$ cat src/rtl/edge_shaper_defines.svh
`ifndef EDGE_SHAPER_DEFINES_SVH
`define EDGE_SHAPER_DEFINES_SVH
// register indices; byte address is four times the index
`define IDX_SHAPE_SELECT 8'h51
`define IDX_TIMING_INDEX 8'h52
`define IDX_COUNT_STRETCH 8'h53
`define IDX_CARRIER_FLOOR 8'h54
`define IDX_CONTROL 8'h58
`define IDX_STATUS 8'h59
`define RST_SHAPE_SELECT 8'h11
`define RST_TIMING_INDEX 8'h00
`define RST_COUNT_STRETCH 8'h04
`define RST_CARRIER_FLOOR 8'h00
// field positions
`define FALL_CODE_HI 7
`define FALL_CODE_LO 4
`define RISE_CODE_HI 3
`define RISE_CODE_LO 0
`define FALL_SET_HI 6
`define FALL_SET_LO 4
`define RISE_SET_HI 2
`define RISE_SET_LO 0
`define STRETCH_BIT 7
`define COUNT_HI 4
`define COUNT_LO 0
`define CTRL_START_FALL 0
`define CTRL_START_RISE 1
`endif

$ cat src/rtl/edge_shaper_pkg.sv
package edge_shaper_pkg;
	typedef enum logic [3:0] {
		CODE_LIN1     = 4'h1,
		CODE_LIN2     = 4'h2,
		CODE_LIN3     = 4'h3,
		CODE_LUT      = 4'h4,
		CODE_LUT_CORR = 4'h5,
		CODE_LUT_ADPT = 4'h6
	} shape_code_e;
	typedef enum logic [1:0] {
		ST_IDLE = 2'b00,
		ST_RUN  = 2'b01,
		ST_DONE = 2'b10
	} seq_state_e;
endpackage : edge_shaper_pkg

$ cat src/rtl/edge_amp_calc.sv
`timescale 1ns/1ps
// amplitude of one transition step from the edge code and position
module edge_amp_calc (
	input  wire logic [3:0] code,
	input  wire logic [2:0] setting,
	input  wire logic [4:0] step,
	input  wire logic [4:0] count,
	input  wire logic [7:0] floor_lvl,
	input  wire logic [7:0] supply,
	output logic      [7:0] amp,
	output logic            reserved
);
	logic [15:0] lin;
	logic [15:0] adj;
	logic [7:0]  frac;
	logic [7:0]  tbl;
	logic [7:0]  sq;
	logic [7:0]  span;
	// fraction of the way through the edge, 0..255
	always_comb begin
		span = 8'hFF - floor_lvl;
		frac = (count == 5'h00) ? 8'hFF :
			8'((16'(step) * 16'h00FF) / 16'(count));
		// firmware styles: bend the ramp into one or two segments
		unique case (code)
			edge_shaper_pkg::CODE_LIN2: frac = (frac < 8'h80) ?
				8'(frac >> 1) : 8'(9'(frac) + 9'(frac >> 1) - 9'h07F);
			edge_shaper_pkg::CODE_LIN3: frac = (frac < 8'h55) ?
				8'(frac >> 2) : frac;
			default: frac = frac;
		endcase
		// table index selects one of four curvature tables; setting
		// adds a slope offset for firmware styles
		sq  = 8'((16'(frac) * 16'(frac)) / 16'h00FF);
		tbl = 8'(frac >> setting[1:0]) | 8'(frac << setting[2]);
		// tables blend a square-law curve toward the straight ramp, so
		// every table still starts at zero and ends at full
		if (code >= 4'h4)
			tbl = 8'(sq + 8'((16'(frac - sq) * 16'(setting[1:0])) /
				16'h0003));
		// divide by 255, not 256, so a full table value reaches 0xFF
		lin = 16'(floor_lvl) + ((16'(tbl) * 16'(span)) / 16'h00FF);
		adj = lin;
		// supply adaptation scales by measured supply
		if (code == 4'h5)
			adj = (lin * 16'(supply)) >> 7;
		else if (code == 4'h6)
			adj = (lin * 16'({1'b1, supply[7:1]})) >> 7;
		amp = (adj > 16'h00FF) ? 8'hFF : adj[7:0];
		reserved = (code == 4'h0) || (code > 4'h6);
	end
endmodule : edge_amp_calc

$ cat src/rtl/edge_step_timer.sv
`timescale 1ns/1ps
// one tick per transition state: every carrier cycle or every second
module edge_step_timer (
	input  wire logic CLK,
	input  wire logic RST_N,
	input  wire logic carrier_tick,
	input  wire logic run,
	input  wire logic stretch,
	output logic      step_pulse
);
	logic half_reg;
	// stretch doubles the state length for both edges alike
	always_ff @(posedge CLK or negedge RST_N) begin
		if (!RST_N)
			half_reg <= 1'b0;
		else if (!run)
			half_reg <= 1'b0;
		else if (carrier_tick)
			half_reg <= stretch ? ~half_reg : 1'b0;
	end
	assign step_pulse = run && carrier_tick && (!stretch || half_reg);
endmodule : edge_step_timer

$ cat src/rtl/edge_shaper.sv
`timescale 1ns/1ps
`include "edge_shaper_defines.svh"
module edge_shaper (
	input  wire logic        CLK,
	input  wire logic        RST_N,
	input  wire logic [9:0]  AWADDR,
	input  wire logic        AWVALID,
	output logic             AWREADY,
	input  wire logic [31:0] WDATA,
	input  wire logic [3:0]  WSTRB,
	input  wire logic        WVALID,
	output logic             WREADY,
	output logic [1:0]       BRESP,
	output logic             BVALID,
	input  wire logic        BREADY,
	input  wire logic [9:0]  ARADDR,
	input  wire logic        ARVALID,
	output logic             ARREADY,
	output logic [31:0]      RDATA,
	output logic [1:0]       RRESP,
	output logic             RVALID,
	input  wire logic        RREADY,
	input  wire logic        CARRIER_TICK,
	input  wire logic [7:0]  POWER_AMP_SUPPLY,
	output logic [7:0]       CARRIER_AMP,
	output logic             EDGE_BUSY
);
	logic [7:0] shape_reg;
	logic [7:0] timing_reg;
	logic [7:0] length_reg;
	logic [7:0] floor_reg;
	logic [9:0] awaddr_reg;
	logic       aw_have_reg;
	logic [7:0] wdata_reg;
	logic       w_have_reg;
	logic       wstrb_reg;
	logic       bvalid_reg;
	logic [1:0] bresp_reg;
	logic       rvalid_reg;
	logic [31:0] rdata_reg;
	logic [1:0] rresp_reg;
	logic       do_write;
	logic [7:0] widx;
	logic [7:0] ridx;
	logic       wmapped;
	edge_shaper_pkg::seq_state_e state_reg;
	logic       falling_reg;
	logic [4:0] step_reg;
	logic [7:0] amp_reg;
	logic       rsvd_flag_reg;
	logic       step_pulse;
	logic [3:0] cur_code;
	logic [2:0] cur_set;
	logic [7:0] amp_calc;
	logic       code_rsvd;
	logic       start_fall;
	logic       start_rise;
	logic [4:0] state_count;
	logic [4:0] calc_step;
	logic [4:0] calc_count;

	// write channel: address and data taken in either order
	assign AWREADY = !aw_have_reg && !bvalid_reg;
	assign WREADY  = !w_have_reg && !bvalid_reg;
	assign do_write = aw_have_reg && w_have_reg;
	assign widx = awaddr_reg[9:2];
	assign wmapped = (widx >= `IDX_SHAPE_SELECT &&
		widx <= `IDX_CARRIER_FLOOR) || widx == `IDX_CONTROL;
	always_ff @(posedge CLK or negedge RST_N) begin
		if (!RST_N) begin
			aw_have_reg <= 1'b0;
			awaddr_reg  <= 10'h000;
		end else if (AWVALID && AWREADY) begin
			aw_have_reg <= 1'b1;
			awaddr_reg  <= AWADDR;
		end else if (do_write) begin
			aw_have_reg <= 1'b0;
		end
	end
	always_ff @(posedge CLK or negedge RST_N) begin
		if (!RST_N) begin
			w_have_reg <= 1'b0;
			wdata_reg  <= 8'h00;
			wstrb_reg  <= 1'b0;
		end else if (WVALID && WREADY) begin
			w_have_reg <= 1'b1;
			wdata_reg  <= WDATA[7:0];
			wstrb_reg  <= WSTRB[0];
		end else if (do_write) begin
			w_have_reg <= 1'b0;
		end
	end
	// response follows both; unmapped addresses answer SLVERR
	always_ff @(posedge CLK or negedge RST_N) begin
		if (!RST_N) begin
			bvalid_reg <= 1'b0;
			bresp_reg  <= 2'b00;
		end else if (do_write) begin
			bvalid_reg <= 1'b1;
			bresp_reg  <= wmapped ? 2'b00 : 2'b10;
		end else if (BREADY) begin
			bvalid_reg <= 1'b0;
		end
	end
	assign BVALID = bvalid_reg;
	assign BRESP  = bresp_reg;

	// register store; reserved bits are kept as written
	always_ff @(posedge CLK or negedge RST_N) begin
		if (!RST_N) begin
			shape_reg  <= `RST_SHAPE_SELECT;
			timing_reg <= `RST_TIMING_INDEX;
			length_reg <= `RST_COUNT_STRETCH;
			floor_reg  <= `RST_CARRIER_FLOOR;
		end else if (do_write && wstrb_reg) begin
			case (widx)
				`IDX_SHAPE_SELECT:  shape_reg  <= wdata_reg;
				`IDX_TIMING_INDEX:  timing_reg <= wdata_reg;
				`IDX_COUNT_STRETCH: length_reg <= wdata_reg;
				`IDX_CARRIER_FLOOR: floor_reg  <= wdata_reg;
				default: ;
			endcase
		end
	end
	// control writes are one-cycle start strobes
	assign start_fall = do_write && wstrb_reg && widx == `IDX_CONTROL &&
		wdata_reg[`CTRL_START_FALL];
	assign start_rise = do_write && wstrb_reg && widx == `IDX_CONTROL &&
		wdata_reg[`CTRL_START_RISE];

	// read channel: one cycle to answer
	assign ARREADY = !rvalid_reg;
	assign ridx = ARADDR[9:2];
	always_ff @(posedge CLK or negedge RST_N) begin
		if (!RST_N) begin
			rvalid_reg <= 1'b0;
			rdata_reg  <= 32'h0000_0000;
			rresp_reg  <= 2'b00;
		end else if (ARVALID && ARREADY) begin
			rvalid_reg <= 1'b1;
			rresp_reg  <= 2'b00;
			case (ridx)
				`IDX_SHAPE_SELECT:  rdata_reg <= {24'h0, shape_reg};
				`IDX_TIMING_INDEX:  rdata_reg <= {24'h0, timing_reg};
				`IDX_COUNT_STRETCH: rdata_reg <= {24'h0, length_reg};
				`IDX_CARRIER_FLOOR: rdata_reg <= {24'h0, floor_reg};
				`IDX_CONTROL:       rdata_reg <= 32'h0000_0000;
				`IDX_STATUS: rdata_reg <= {14'h0, rsvd_flag_reg,
					falling_reg, amp_reg, 3'h0, step_reg};
				default: begin
					rdata_reg <= 32'h0000_0000;
					rresp_reg <= 2'b10;
				end
			endcase
		end else if (RREADY) begin
			rvalid_reg <= 1'b0;
		end
	end
	assign RVALID = rvalid_reg;
	assign RDATA  = rdata_reg;
	assign RRESP  = rresp_reg;

	// per-edge code and setting; both edges share count and stretch
	always_comb begin
		if (falling_reg) begin
			cur_code = shape_reg[`FALL_CODE_HI:`FALL_CODE_LO];
			cur_set  = timing_reg[`FALL_SET_HI:`FALL_SET_LO];
		end else begin
			cur_code = shape_reg[`RISE_CODE_HI:`RISE_CODE_LO];
			cur_set  = timing_reg[`RISE_SET_HI:`RISE_SET_LO];
		end
	end

	// falling edges walk the curve backwards; a single-state falling edge
	// gets a denominator of one so its only state lands on the floor,
	// where a single rising state lands on full carrier
	assign state_count = length_reg[`COUNT_HI:`COUNT_LO];
	assign calc_step = falling_reg ? 5'(state_count - step_reg) : step_reg;
	assign calc_count = (falling_reg && state_count == 5'h00) ?
		5'h01 : state_count;

	edge_amp_calc edge_amp_calc_i (
		.code      (cur_code),
		.setting   (cur_set),
		.step      (calc_step),
		.count     (calc_count),
		.floor_lvl (floor_reg),
		.supply    (POWER_AMP_SUPPLY),
		.amp       (amp_calc),
		.reserved  (code_rsvd)
	);

	edge_step_timer edge_step_timer_i (
		.CLK          (CLK),
		.RST_N        (RST_N),
		.carrier_tick (CARRIER_TICK),
		.run          (state_reg == edge_shaper_pkg::ST_RUN),
		.stretch      (length_reg[`STRETCH_BIT]),
		.step_pulse   (step_pulse)
	);

	// edge sequencer: counts states, reserved codes hold the level
	always_ff @(posedge CLK or negedge RST_N) begin
		if (!RST_N) begin
			state_reg   <= edge_shaper_pkg::ST_IDLE;
			falling_reg <= 1'b0;
			step_reg    <= 5'h00;
		end else begin
			case (state_reg)
				edge_shaper_pkg::ST_IDLE, edge_shaper_pkg::ST_DONE: begin
					if (start_fall || start_rise) begin
						state_reg   <= edge_shaper_pkg::ST_RUN;
						falling_reg <= start_fall;
						step_reg    <= 5'h00;
					end else begin
						state_reg <= edge_shaper_pkg::ST_IDLE;
					end
				end
				edge_shaper_pkg::ST_RUN: begin
					if (step_pulse) begin
						if (step_reg >= length_reg[`COUNT_HI:`COUNT_LO])
							state_reg <= edge_shaper_pkg::ST_DONE;
						else
							step_reg <= step_reg + 5'h01;
					end
				end
				default: state_reg <= edge_shaper_pkg::ST_IDLE;
			endcase
		end
	end

	// amplitude output; reserved styles leave it unchanged
	always_ff @(posedge CLK or negedge RST_N) begin
		if (!RST_N) begin
			amp_reg       <= 8'hFF;
			rsvd_flag_reg <= 1'b0;
		end else if (state_reg == edge_shaper_pkg::ST_RUN && step_pulse) begin
			rsvd_flag_reg <= code_rsvd;
			if (!code_rsvd)
				amp_reg <= amp_calc;
		end
	end
	assign CARRIER_AMP = amp_reg;
	assign EDGE_BUSY   = (state_reg == edge_shaper_pkg::ST_RUN);

	// checks
	bresp_follow_a: assert property (@(posedge CLK) disable iff (!RST_N)
		do_write |=> BVALID) else $error("no write response");
	busy_steps_a: assert property (@(posedge CLK) disable iff (!RST_N)
		(EDGE_BUSY && !step_pulse) |=> $stable(step_reg))
		else $error("step moved without tick");
	stretch_pair_a: assert property (@(posedge CLK) disable iff (!RST_N)
		(step_pulse && length_reg[`STRETCH_BIT] && $stable(length_reg))
		|-> !$past(step_pulse)) else $error("stretch ignored");
	count_stop_a: assert property (@(posedge CLK) disable iff (!RST_N)
		EDGE_BUSY |-> step_reg <= length_reg[`COUNT_HI:`COUNT_LO])
		else $error("count overrun");
	rsvd_hold_a: assert property (@(posedge CLK) disable iff (!RST_N)
		(EDGE_BUSY && step_pulse && code_rsvd) |=> $stable(CARRIER_AMP))
		else $error("reserved code moved amp");
	floor_min_a: assert property (@(posedge CLK) disable iff (!RST_N)
		(EDGE_BUSY && step_pulse && !code_rsvd && cur_code == 4'h4)
		|=> CARRIER_AMP >= floor_reg) else $error("below floor");
	fall_code_a: assert property (@(posedge CLK) disable iff (!RST_N)
		falling_reg |-> cur_code == shape_reg[7:4])
		else $error("falling code wrong");
	read_one_a: assert property (@(posedge CLK) disable iff (!RST_N)
		(ARVALID && ARREADY) |=> RVALID) else $error("no read data");
	// a start from idle must show up as busy on the next cycle
	start_busy_a: assert property (@(posedge CLK) disable iff (!RST_N)
		((start_fall || start_rise) && !EDGE_BUSY) |=> EDGE_BUSY)
		else $error("start lost");
	// end points: falling settles on the floor, rising on full carrier
	fall_floor_a: assert property (@(posedge CLK) disable iff (!RST_N)
		(step_pulse && falling_reg && step_reg == state_count &&
		cur_code >= 4'h1 && cur_code <= 4'h4) |=> CARRIER_AMP == floor_reg)
		else $error("fall end off floor");
	rise_full_a: assert property (@(posedge CLK) disable iff (!RST_N)
		(step_pulse && !falling_reg && step_reg == state_count &&
		cur_code >= 4'h1 && cur_code <= 4'h4) |=> CARRIER_AMP == 8'hFF)
		else $error("rise end short of full");
	// nominal supply reading must leave the corrected table at unit gain
	supply_unit_a: assert property (@(posedge CLK) disable iff (!RST_N)
		(step_pulse && !falling_reg && step_reg == state_count &&
		cur_code == 4'h5 && POWER_AMP_SUPPLY == 8'h80)
		|=> CARRIER_AMP == 8'hFF) else $error("supply gain off");
	// outside an edge the carrier level stays put
	idle_hold_a: assert property (@(posedge CLK) disable iff (!RST_N)
		!EDGE_BUSY |=> $stable(CARRIER_AMP)) else $error("amp moved idle");
	// a write with its byte lane off changes no register
	lane_off_a: assert property (@(posedge CLK) disable iff (!RST_N)
		(do_write && !wstrb_reg) |=> ($stable(shape_reg) &&
		$stable(timing_reg) && $stable(length_reg) && $stable(floor_reg)))
		else $error("masked write landed");
	cover_fall_c: cover property (@(posedge CLK) start_fall);
	cover_stretch_c: cover property (@(posedge CLK)
		step_pulse && length_reg[`STRETCH_BIT]);
	cover_rsvd_c: cover property (@(posedge CLK) step_pulse && code_rsvd);
	cover_rise_c: cover property (@(posedge CLK) start_rise);
	cover_done_c: cover property (@(posedge CLK)
		state_reg == edge_shaper_pkg::ST_DONE);
endmodule : edge_shaper

$ cat config.mk
export PLATFORM = sky130hd
export DESIGN_NAME = edge_shaper
export DESIGN_NICKNAME = d
export VERILOG_FILES = /design/src/rtl/edge_shaper_pkg.sv /design/src/rtl/edge_amp_calc.sv /design/src/rtl/edge_step_timer.sv /design/src/rtl/edge_shaper.sv
export VERILOG_INCLUDE_DIRS = /design/src /design/src/rtl
export SDC_FILE = /design/constraint.sdc
export NUM_CORES = 1
export LEC_CHECK = 0
export ABC_AREA = 1
export BUFFER_PORTS_ARGS = -buffer_cell sky130_fd_sc_hd__clkbuf_2
export CAP_MARGIN = 20
export CORE_UTILIZATION = 62
export DETAILED_ROUTE_END_ITERATION = 8
export HOLD_SLACK_MARGIN = 0.08
export PLACE_DENSITY = 0.81
export SYNTH_ARGS = -nofsm -noshare
export SYNTH_HDL_FRONTEND = slang
export SYNTH_SLANG_ARGS = --single-unit
$ cat constraint.sdc
create_clock -name CLK -period 165.2 [get_ports CLK]
set_clock_uncertainty 0.05 [all_clocks]
set_input_delay 49.56 -clock CLK [delete_from_list [all_inputs] [get_ports CLK]]
set_output_delay 49.56 -clock CLK [all_outputs]
set_load 0.05 [all_outputs]
# == Yosys cells after proc, flatten, opt, wreduce, memory -nomap -nowiden ==
# Cells that the tools add are included.
# totals
regBits,109
wordCells,149
input_bits,72
out_inout_bits,50
# op_classes
div,4
multipliers,6
shift,2
n_reduce_logical,43
n_bitwise,3
eq_ne,22
add_sub_neg,8
mux,33
order_cmp,8
# ops
cell,n
$pmux W18 S5,1
$eq A8 B7 Y1 const B,11
$mux W8,5
$div A16 B8 Y16 const B,2
$mul A16 B8 Y16,2
$mul A8 B8 Y16,2
$mux W16,2
$mux W5,5
$add A8 B16 Y16,1
$div A13 B5 Y16,1
$div A16 B2 Y16 const B,1
$gt A16 B8 Y1 const B,1
$mul A16 B2 Y16,1
$pmux W8 S2,1
$logic_and A1 B1 Y1,15
$reduce_and A2 Y1,7
$mul A5 B8 Y13 const B,1
$mux W1,11
$logic_not A5 Y1,2
$ne A2 B2 Y1 const B,5
$pmux W5 S2,1
$reduce_bool A2 Y1,5
$sub A8 B8 Y9,1
$add A8 B7 Y8,1
other kinds (31),44

# == Longest topological paths before layout ==
# Gate-level depths: netlist of run 1.
# depth
ltp_word,24
depth_mapped,464
depth_no_buf,458

# == Modules after synthesis ==
# From an unflattened synthesis of run 1, not the netlist that was laid out.
# hier_totals
hier_cells,3426
hier_area_um2,23378.7
# modules_own_cells
module,cells_each,area_per_inst_um2,n_inst,seq_area_each_um2
edge_amp_calc,2868,18626.6,1,0.0
edge_shaper,551,4693.3,1,2265.9
edge_step_timer,7,58.8,1,25.0

# == Least setup slack after synthesis of run 1 ==
# No wires, ideal clock.
# synth_path
path_kind,reg2reg
start,register length_reg[0]
end,register amp_reg[3] (netlist: CARRIER_AMP[3])
t_required_ps,165059
arrival_ps,58420
n_path_buf,8
setup_time_ps,91
period_less_slack_ps,58561
stages_incl_launch_ff,442
setup_slack_ps,106639
path_cell_list,dfrtp_1 inv_1 ha_1 inv_1 fa_1 nand3_1 nand2_1 xor2_1 o21ai_0 fa_1 fa_1 fa_1 ha_1 nand2_1 nor2_1 nand2_1 nand3_1 nand3_1 (+406 left out) nor2_1 inv_1 a21oi_1 inv_1 a21oi_1 inv_1 a21oi_1 inv_1 a21oi_1 inv_1 a21oi_1 xnor2_1 xnor2_1 nand2_1 o211ai_1 nand3_1 inv_1 a32oi_1
# synth_between
elab_chain_cells,24
elab_cells_between_ends,35
cone_classes,add/sub (6); mul (6); div (4); order compare (3); shift (2); mux (10); bitwise (1); reduce/logical (3)
# synth_rtl
element,line_no,rtl
"start, declared",edge_shaper.sv:30,logic [7:0] length_reg;
"start signal, assigned",edge_shaper.sv:113,length_reg <= `RST_COUNT_STRETCH;
"start signal, assigned",edge_shaper.sv:119,`IDX_COUNT_STRETCH: length_reg <= wdata_reg;
$sub A5 B5 Y5 or $logic_not A5 Y1 (tied branches),"edge_shaper.sv:178, edge_shaper.sv:179",
$mux W5 or $logic_and A1 B1 Y1 (tied branches),"edge_shaper.sv:178, edge_shaper.sv:179",
$mul A5 B8 Y13 or $mux W5 (tied branches),"edge_amp_calc.sv:23, edge_shaper.sv:179",
$div A13 B5 Y16 or $logic_not A5 Y1 (tied branches),"edge_amp_calc.sv:23, edge_amp_calc.sv:22",
$mux W8 (*),edge_amp_calc.sv:22,frac = (count == 5'h00) ? 8'hFF :
$add A8 B7 Y8,edge_amp_calc.sv:27,8'(frac >> 1) : 8'(9'(frac) + 9'(frac >> 1) - 9'h07F);
$sub A8 B7 Y8,edge_amp_calc.sv:27,
$mux W8,edge_amp_calc.sv:26,edge_shaper_pkg::CODE_LIN2: frac = (frac < 8'h80) ?
(+8 left out),--,
$mul A8 B8 Y16 (*),edge_amp_calc.sv:42,lin = 16'(floor_lvl) + ((16'(tbl) * 16'(span)) / 16'h00FF);
$div A16 B8 Y16 (*),edge_amp_calc.sv:42,
$add A8 B16 Y16 (*),edge_amp_calc.sv:42,
$mul A16 B8 Y16,edge_amp_calc.sv:48,"adj = (lin * 16'({1'b1, supply[7:1]})) >> 7;"
$mux W16,edge_amp_calc.sv:47,else if (code == 4'h6)
$mux W16 (*),edge_amp_calc.sv:45,if (code == 4'h5)
$gt A16 B8 Y1,edge_amp_calc.sv:49,amp = (adj > 16'h00FF) ? 8'hFF : adj[7:0];
$mux W8 (*),edge_amp_calc.sv:49,
"end signal, assigned",edge_shaper.sv:240,amp_reg <= amp_calc;
"end, declared",edge_shaper.sv:49,logic [7:0] amp_reg;
# Mark *: on every way between the ends. The rest lies on a longest branch, timed or not.
# A chain may end at the register's enable or synchronous reset.

# == Worst setup path after layout of run 1 ==
# layout_path
start,register length_reg[0]
end,register amp_reg[5] (netlist: CARRIER_AMP[5])
# Same word-level chain as after synthesis.

==> impl_table.tex, run 1 <==
\begin{tabular}{lr}
\hline
Metric & Value \\
\hline
\multicolumn{2}{l}{\textbf{Timing}} \\
Final setup violation count & 0 \\
Unrepaired setup endpoints after global routing & false \\
Portion of the clock cycle consumed by the worst path in the final layout & 42.48\% \\
Maximum frequency from static timing analysis & 14.25 MHz \\
Sum of negative setup slack & 0 ps \\
Hold Violations, Final & 0 \\
Minimum clock period after layout & 70180 ps \\
Max-slew violations & 0 \\
Worst-margin pin slew & 955.3 ps \\
Max-slew headroom & 35.72\% \\
\multicolumn{2}{l}{\textbf{Placement}} \\
Routability cong. & 0.9112 \\
Count of buffers from port buffering & 74 \\
HPWL reported at the end of detailed placement & 46.37 mm \\
\multicolumn{2}{l}{\textbf{Layout}} \\
Number of flip-flops in the largest register & 18 \\
Multi-input gate area & 0.01751 mm2 \\
Layout overhead on the synthesized area & 4.620\% \\
Sequential standard cell area & 0.002291 mm2 \\
Proportion of layout cells with a drive suffix above 1 & 8.994\% \\
Number of filler instances in the final layout & 3220 \\
Net count, final & 3983 \\
\multicolumn{2}{l}{\textbf{Clocking}} \\
Depth of the CTS H-tree & 3 \\
Clock Path Buffers & 2 \\
TritonCTS clock tree & built \\
Source-to-sink clock delay at the later pin of the worst-skew pair & 350 ps \\
Number of hold buffers added after CTS & 0 \\
Clock tree root buffer cell & sky130\_fd\_sc\_hd\_\_clkbuf\_16 \\
Number of buffers added by the clock tree synthesis step & 9 \\
Post-CTS setup repair buffer count & 0 \\
Clock transition at the register clock pins on the worst setup and hold paths after CTS & 70 ps \\
TritonCTS sink count & 91 \\
Post\_cts resized & 0 \\
\multicolumn{2}{l}{\textbf{Global route}} \\
Maximum number of pins on one net before global-route repair & 76 \\
Number of antenna violations at the first check in global routing & 1 \\
Global-route wire length before repair & 95.72 mm \\
Global-route usage over all layers & 29.94\% \\
Total congestion overflow & 0 \\
Via count of the first global-routing pass & 21410 \\
\multicolumn{2}{l}{\textbf{Hold path}} \\
Number of cells traversed by the worst hold path & 2 \\
Hold path startpoint & length\_reg[5] \\
Class of the worst hold path & reg2reg \\
\multicolumn{2}{l}{\textbf{Detailed routing}} \\
Ratio of routed vias to standard cells & 5.508 \\
Post-DR wirelength/cell & 14.01 um \\
Number of routed nets with antenna violations & 0 \\
Total wire length after detailed routing & 55.24 mm \\
DRC marker count from the first detailed-route iteration & 1454 \\
Number of iterations in the first detailed-routing pass & 6 \\
Post-route DRC & 0 \\
Via count & 21710 \\
\multicolumn{2}{l}{\textbf{Logic synthesis}} \\
Portion of synthesized cell area occupied by the leading cell type & 15.09\% \\
Most used standard cell by instance count after synthesis & sky130\_fd\_sc\_hd\_\_nand2\_1 \\
Area contributors post-synth & sky130\_fd\_sc\_hd\_\_ha\_1 (15\%), sky130\_fd\_sc\_hd\_\_fa\_1 (14\%), sky130\_fd\_sc\_hd\_\_nand2\_1 (11\%) \\
Share of synthesized area occupied by flip-flops and latches & 10.05\% \\
Instance count of the mapped netlist & 3416 \\
Library cell occupying the most area in the post-synthesis netlist & sky130\_fd\_sc\_hd\_\_ha\_1 \\
Cell variety after synth & 72 \\
Most numerous cell types in the synthesized netlist & sky130\_fd\_sc\_hd\_\_nand2\_1 (681), sky130\_fd\_sc\_hd\_\_inv\_1 (676), sky130\_fd\_sc\_hd\_\_nor2\_1 (367), sky130\_fd\_sc\_hd\_\_ha\_1 (275), sky130\_fd\_sc\_hd\_\_o21ai\_0 (172) \\
Synthesized cell area & 0.02280 mm2 \\
Dominant synthesized flop cell & sky130\_fd\_sc\_hd\_\_dfrtp\_1 \\
Number of storage elements in the synthesis netlist & 91 \\
Avg Inst Size Synth & 6.675 um2 \\
Number of flops mapped to enable cells by yosys & 0 \\
Asr flop ratio synth & 100.0\% \\
Warnings from Yosys & 0 \\
\multicolumn{2}{l}{\textbf{Critical path}} \\
Worst reg2reg path depth & 425 \\
Delay of the slowest critical-path stage & 750 ps \\
Launching element of the worst setup path & length\_reg[0] \\
Number of buffers and inverters on the critical path & 71 \\
Most repeated library cell on the critical path & sky130\_fd\_sc\_hd\_\_nand2\_1 \\
Critical path required time & 165400 ps \\
Type of element capturing the critical path & flop \\
Depth of the critical timing path with buffers and inverters included & 425 \\
Critical register-to-register path startpoint & length\_reg[0] \\
Worst Path Arrival & 70380 ps \\
Max Fanout on Critical Path & 20 \\
Startpoint class of the critical path & flop \\
Dominant delay contributor by cell family on the critical path & simple AND/OR/NAND/NOR gates \\
Setup Crit Path Kind & reg2reg \\
Critical-path cell with the highest stage delay & sky130\_fd\_sc\_hd\_\_o21ai\_0 \\
\multicolumn{2}{l}{\textbf{Floorplanning}} \\
Count of standard-cell rows & 69 \\
Starting density of the core & 63.49\% \\
Width of the chip & 193.8 um \\
Core area & 0.03591 mm2 \\
Die Height & 193.8 um \\
Full die area & 0.03755 mm2 \\
I/O pin cnt & 122 \\
\multicolumn{2}{l}{\textbf{Run}} \\
Maximum capacitance violations & 0 \\
\multicolumn{2}{l}{\textbf{Outcome}} \\
Run status & complete, no violations \\
\hline
\end{tabular}
[logic make-up (layout without fill, tap and decap cells)]
kind of cell	Yosys count	after routing	synth area share (%)
muxes	4	4	0.1975
buffers and inverters	781	828	13.44
DFF	91	91	10.05
xor gates and xnor gates	150	150	5.844
adders and majority gates	436	436	29.23
AOI/OAI and AO/OA	489	489	12.29
other	1	19	0.01645
and+or+nand+nor	1464	1464	28.93
[metal layers]
metal / share of wire, % / global-route usage (%) / vias up
met2: 48 / 53.62 / 626
met4: 2.3 / 9.067 / 0
met3: 5.5 / 2.714 / 89
met1: 44 / 38.07 / 10120
li1: - / - / 10880
met5: 0 / 0 / -
[final timing paths]
kind | endpoint | slack (ps)
max in group asynchronous | RDATA[15] | 114900
min | length_reg[5] | 440
max reg2reg | CARRIER_AMP[5] | 95020
max | CARRIER_AMP[5] | 95020
min in group asynchronous | wdata_reg[5] | 49010
min reg2reg | length_reg[5] | 440
[cell usage in the layout (no fill, tap or decap), types with 10 or more instances in the layout]
master and instances:
sky130_fd_sc_hd__nand2_1 681, sky130_fd_sc_hd__inv_1 676, sky130_fd_sc_hd__nor2_1 367, sky130_fd_sc_hd__ha_1 275
sky130_fd_sc_hd__o21ai_0 171, sky130_fd_sc_hd__fa_1 161, sky130_fd_sc_hd__nand3_1 149, sky130_fd_sc_hd__a21oi_1 148
sky130_fd_sc_hd__xor2_1 105, sky130_fd_sc_hd__dfrtp_1 80, sky130_fd_sc_hd__clkbuf_2 73, sky130_fd_sc_hd__nand4_1 50
sky130_fd_sc_hd__xnor2_1 44, sky130_fd_sc_hd__nand2_2 41, sky130_fd_sc_hd__o21ai_1 38, sky130_fd_sc_hd__nor2_2 35
sky130_fd_sc_hd__inv_2 32, sky130_fd_sc_hd__nor3_1 29, sky130_fd_sc_hd__o21bai_1 22, sky130_fd_sc_hd__or2_2 20
sky130_fd_sc_hd__conb_1 18, sky130_fd_sc_hd__nor4_1 16, sky130_fd_sc_hd__a21o_1 15, sky130_fd_sc_hd__nand3_2 15
sky130_fd_sc_hd__clkinv_1 14, sky130_fd_sc_hd__o31ai_1 14, sky130_fd_sc_hd__buf_4 14, sky130_fd_sc_hd__o22ai_1 13
sky130_fd_sc_hd__dfstp_2 11, sky130_fd_sc_hd__nand2_4 11, sky130_fd_sc_hd__a31oi_1 10
[worst min-delay path, stage by stage, from the launching register on]
cell	delay [ps]
sky130_fd_sc_hd__dfrtp_1	350
sky130_fd_sc_hd__nand2_1	50
sky130_fd_sc_hd__o21ai_0	60
[cell type report]
type / instances / share of cell area, %
clock buffer: 10 / 0.9598
timing repair buffer: 88 / 1.993
clock inverter: 6 / 0.2098
inverter: 724 / 11.41
sequential: 91 / 9.603
multi-input combinational: 2561 / 73.40
antenna: 1 / 0.01049
tap: 461 / 2.418
[stage by stage]
stage	worst slack, ps	cells	instance area [um2]	utilization (%)	hold WS (ps)
floorplan	106640	3433	22870	-	403.0
global placement	98420	3924	23570	65.63	416.3
detailed placement	95990	3924	23570	65.63	426.3
CTS	95710	3940	23850	66.40	441.8
global route	87490	3942	23860	66.42	468.0
finish	95020	3942	23860	66.42	438.0
Power of run 1 is not shown: default switching activity piles up to over one toggle a cycle in this logic, so the estimate is an artifact.
==> run 2: changes to the inputs <==
clock period = 64.9 ns   (was 165.2 ns; I/O delays follow)
==> run 2 against run 1 <==
Via count rose by 8.8%. Flip-flop and latch count unchanged. Setup slack worse by 91000 ps. Utilization grew 8.7 points. Non-clock buffer count grew 325. Critical endpoint unchanged. Largest cell class unchanged.
==> impl_table.tex, run 2 (synthesis gave the netlist of run 1 again) <==
\begin{tabular}{lr}
\hline
Metric & Value \\
\hline
\multicolumn{2}{l}{\textbf{Critical path}} \\
Critical path required time & 65110 ps \\
Max Fanout on Critical Path & 10 \\
Most repeated library cell on the critical path & sky130\_fd\_sc\_hd\_\_nand2\_1 \\
Startpoint class of the critical path & flop \\
Number of buffers and inverters on the critical path & 83 \\
Worst-case register-to-register setup slack & 4020 ps \\
Type of element capturing the critical path & flop \\
Depth of the critical timing path with buffers and inverters included & 441 \\
Delay of the slowest critical-path stage & 690 ps \\
Worst reg2reg path depth & 441 \\
Setup Crit Path Kind & reg2reg \\
Dominant delay contributor by cell family on the critical path & simple AND/OR/NAND/NOR gates \\
Critical-path cell with the highest stage delay & sky130\_fd\_sc\_hd\_\_fa\_2 \\
Worst Path Arrival & 61090 ps \\
\multicolumn{2}{l}{\textbf{Layout}} \\
Layout overhead on the synthesized area & 18.26\% \\
Most frequent standard cell in the layout excluding fill and tap cells & sky130\_fd\_sc\_hd\_\_nand2\_1 \\
Number of flip-flops in the largest register & 18 \\
Commonest cells after routing, fill and taps aside & sky130\_fd\_sc\_hd\_\_nand2\_1 (669), sky130\_fd\_sc\_hd\_\_inv\_1 (666), sky130\_fd\_sc\_hd\_\_buf\_4 (338) \\
Number of filler instances in the final layout & 2691 \\
Proportion of layout cells with a drive suffix above 1 & 20.23\% \\
Net count, final & 4310 \\
Final instance area & 0.02697 mm2 \\
\multicolumn{2}{l}{\textbf{Detailed routing}} \\
Total wire length after detailed routing & 61.78 mm \\
Via count & 23630 \\
Post-route DRC & 0 \\
Post-DR wirelength/cell & 14.47 um \\
Ratio of routed vias to standard cells & 5.535 \\
DRC marker count from the first detailed-route iteration & 1671 \\
Number of iterations in the first detailed-routing pass & 6 \\
Number of routed nets with antenna violations & 0 \\
\multicolumn{2}{l}{\textbf{Timing}} \\
Maximum frequency from static timing analysis & 16.43 MHz \\
Max-slew headroom & 34.27\% \\
Hold Violations, Final & 0 \\
Final setup margin & 4024 ps \\
Final setup violation count & 0 \\
Worst-margin pin slew & 977.0 ps \\
Portion of the clock cycle consumed by the worst path in the final layout & 93.80\% \\
Max-slew violations & 0 \\
Minimum clock period after layout & 60880 ps \\
\multicolumn{2}{l}{\textbf{Global route}} \\
Number of antenna violations at the first check in global routing & 1 \\
Maximum number of pins on one net before global-route repair & 76 \\
Global-route wire length before repair & 99.71 mm \\
Global-route usage over all layers & 31.37\% \\
Total congestion overflow & 0 \\
Via count of the first global-routing pass & 22510 \\
\multicolumn{2}{l}{\textbf{Floorplanning}} \\
Full die area & 0.03755 mm2 \\
Die Height & 193.8 um \\
Core area & 0.03591 mm2 \\
Width of the chip & 193.8 um \\
I/O pin cnt & 122 \\
Count of standard-cell rows & 69 \\
Starting density of the core & 63.49\% \\
\multicolumn{2}{l}{\textbf{Hold path}} \\
Class of the worst hold path & reg2reg \\
Number of cells traversed by the worst hold path & 2 \\
\multicolumn{2}{l}{\textbf{Clocking}} \\
TritonCTS clock tree & built \\
Depth of the CTS H-tree & 3 \\
Clock tree root buffer cell & sky130\_fd\_sc\_hd\_\_clkbuf\_16 \\
Source-to-sink clock delay at the later pin of the worst-skew pair & 350 ps \\
TritonCTS sink count & 91 \\
Clock transition at the register clock pins on the worst setup and hold paths after CTS & 70 ps \\
Number of buffers added by the clock tree synthesis step & 9 \\
Clock Path Buffers & 2 \\
\multicolumn{2}{l}{\textbf{Run}} \\
Maximum capacitance violations & 0 \\
\multicolumn{2}{l}{\textbf{Placement}} \\
Routability cong. & 0.9398 \\
Placed inst area & 0.02538 mm2 \\
Count of buffers from port buffering & 74 \\
Setup slack after placement & -886.5 ps \\
HPWL reported at the end of detailed placement & 49.08 mm \\
\multicolumn{2}{l}{\textbf{Outcome}} \\
Run status & complete, no violations \\
\hline
\end{tabular}
==> run 2: stage by stage <==
step / instances / utilization [%] / TNS (ps) / hold slack [ps]
after floorplan: 3433 / - / 0 / 403.0
after global placement: 4165 / 70.66 / 0 / 414.6
after detailed placement: 4165 / 70.66 / -6161 / 422.0
after CTS: 4181 / 71.51 / 0 / 439.5
after global routing: 4269 / 75.08 / -8099 / 463.9
final: 4269 / 75.08 / 0 / 436.0
==> run 2: metal layers <==
metal / global-route usage [%] / vias to the layer above / wire length (um)
li1: - / 11540 / -
met1: 39.12 / 11040 / 25440
met2: 56.12 / 860 / 30200
met3: 2.696 / 186 / 3747
met4: 12.00 / 0 / 2390
met5: 0 / - / 0
==> run 2: area by class of cell <==
class	instances	area, um2	area share (%)
Multi-Input combinational cell	2563	18160	67.36
Sequential cell	91	2291	8.496
Antenna cell	1	2.502	0.009280
Clock inverter	5	37.54	0.1392
Timing Repair Buffer	413	2922	10.83
Inverter	724	2740	10.16
Clock buffer	11	232.7	0.8630
Tap cell	461	576.8	2.139
==> run 2: final timing paths <==
kind                                from              to
max in group asynchronous          RST_N       RDATA[14]
setup reg to reg           length_reg[0]  CARRIER_AMP[5]
hold reg to reg                 RDATA[8]        RDATA[8]
hold / removal                  RDATA[8]        RDATA[8]
min in group asynchronous          RST_N    wdata_reg[6]
setup / recovery           length_reg[0]  CARRIER_AMP[5]
==> run 2: what timing repair did <==
item / in CTS / in global routing
setup buffers: 0 / 84
pin swaps: 0 / 81
hold buffers: 0 / 0
gates resized for setup: 10 / 192
endpoints found under the setup margin: 8 / 8
gates cloned: 0 / 2
==> run 2: worst min-delay path: cells and delay by family (launching register included) <==
kind,cells,cell delay (ps)
DFF,1,340
and+or+nand+nor,1,50
AOI/OAI and AO/OA,1,60
Power of run 2 is left out for the same reason.
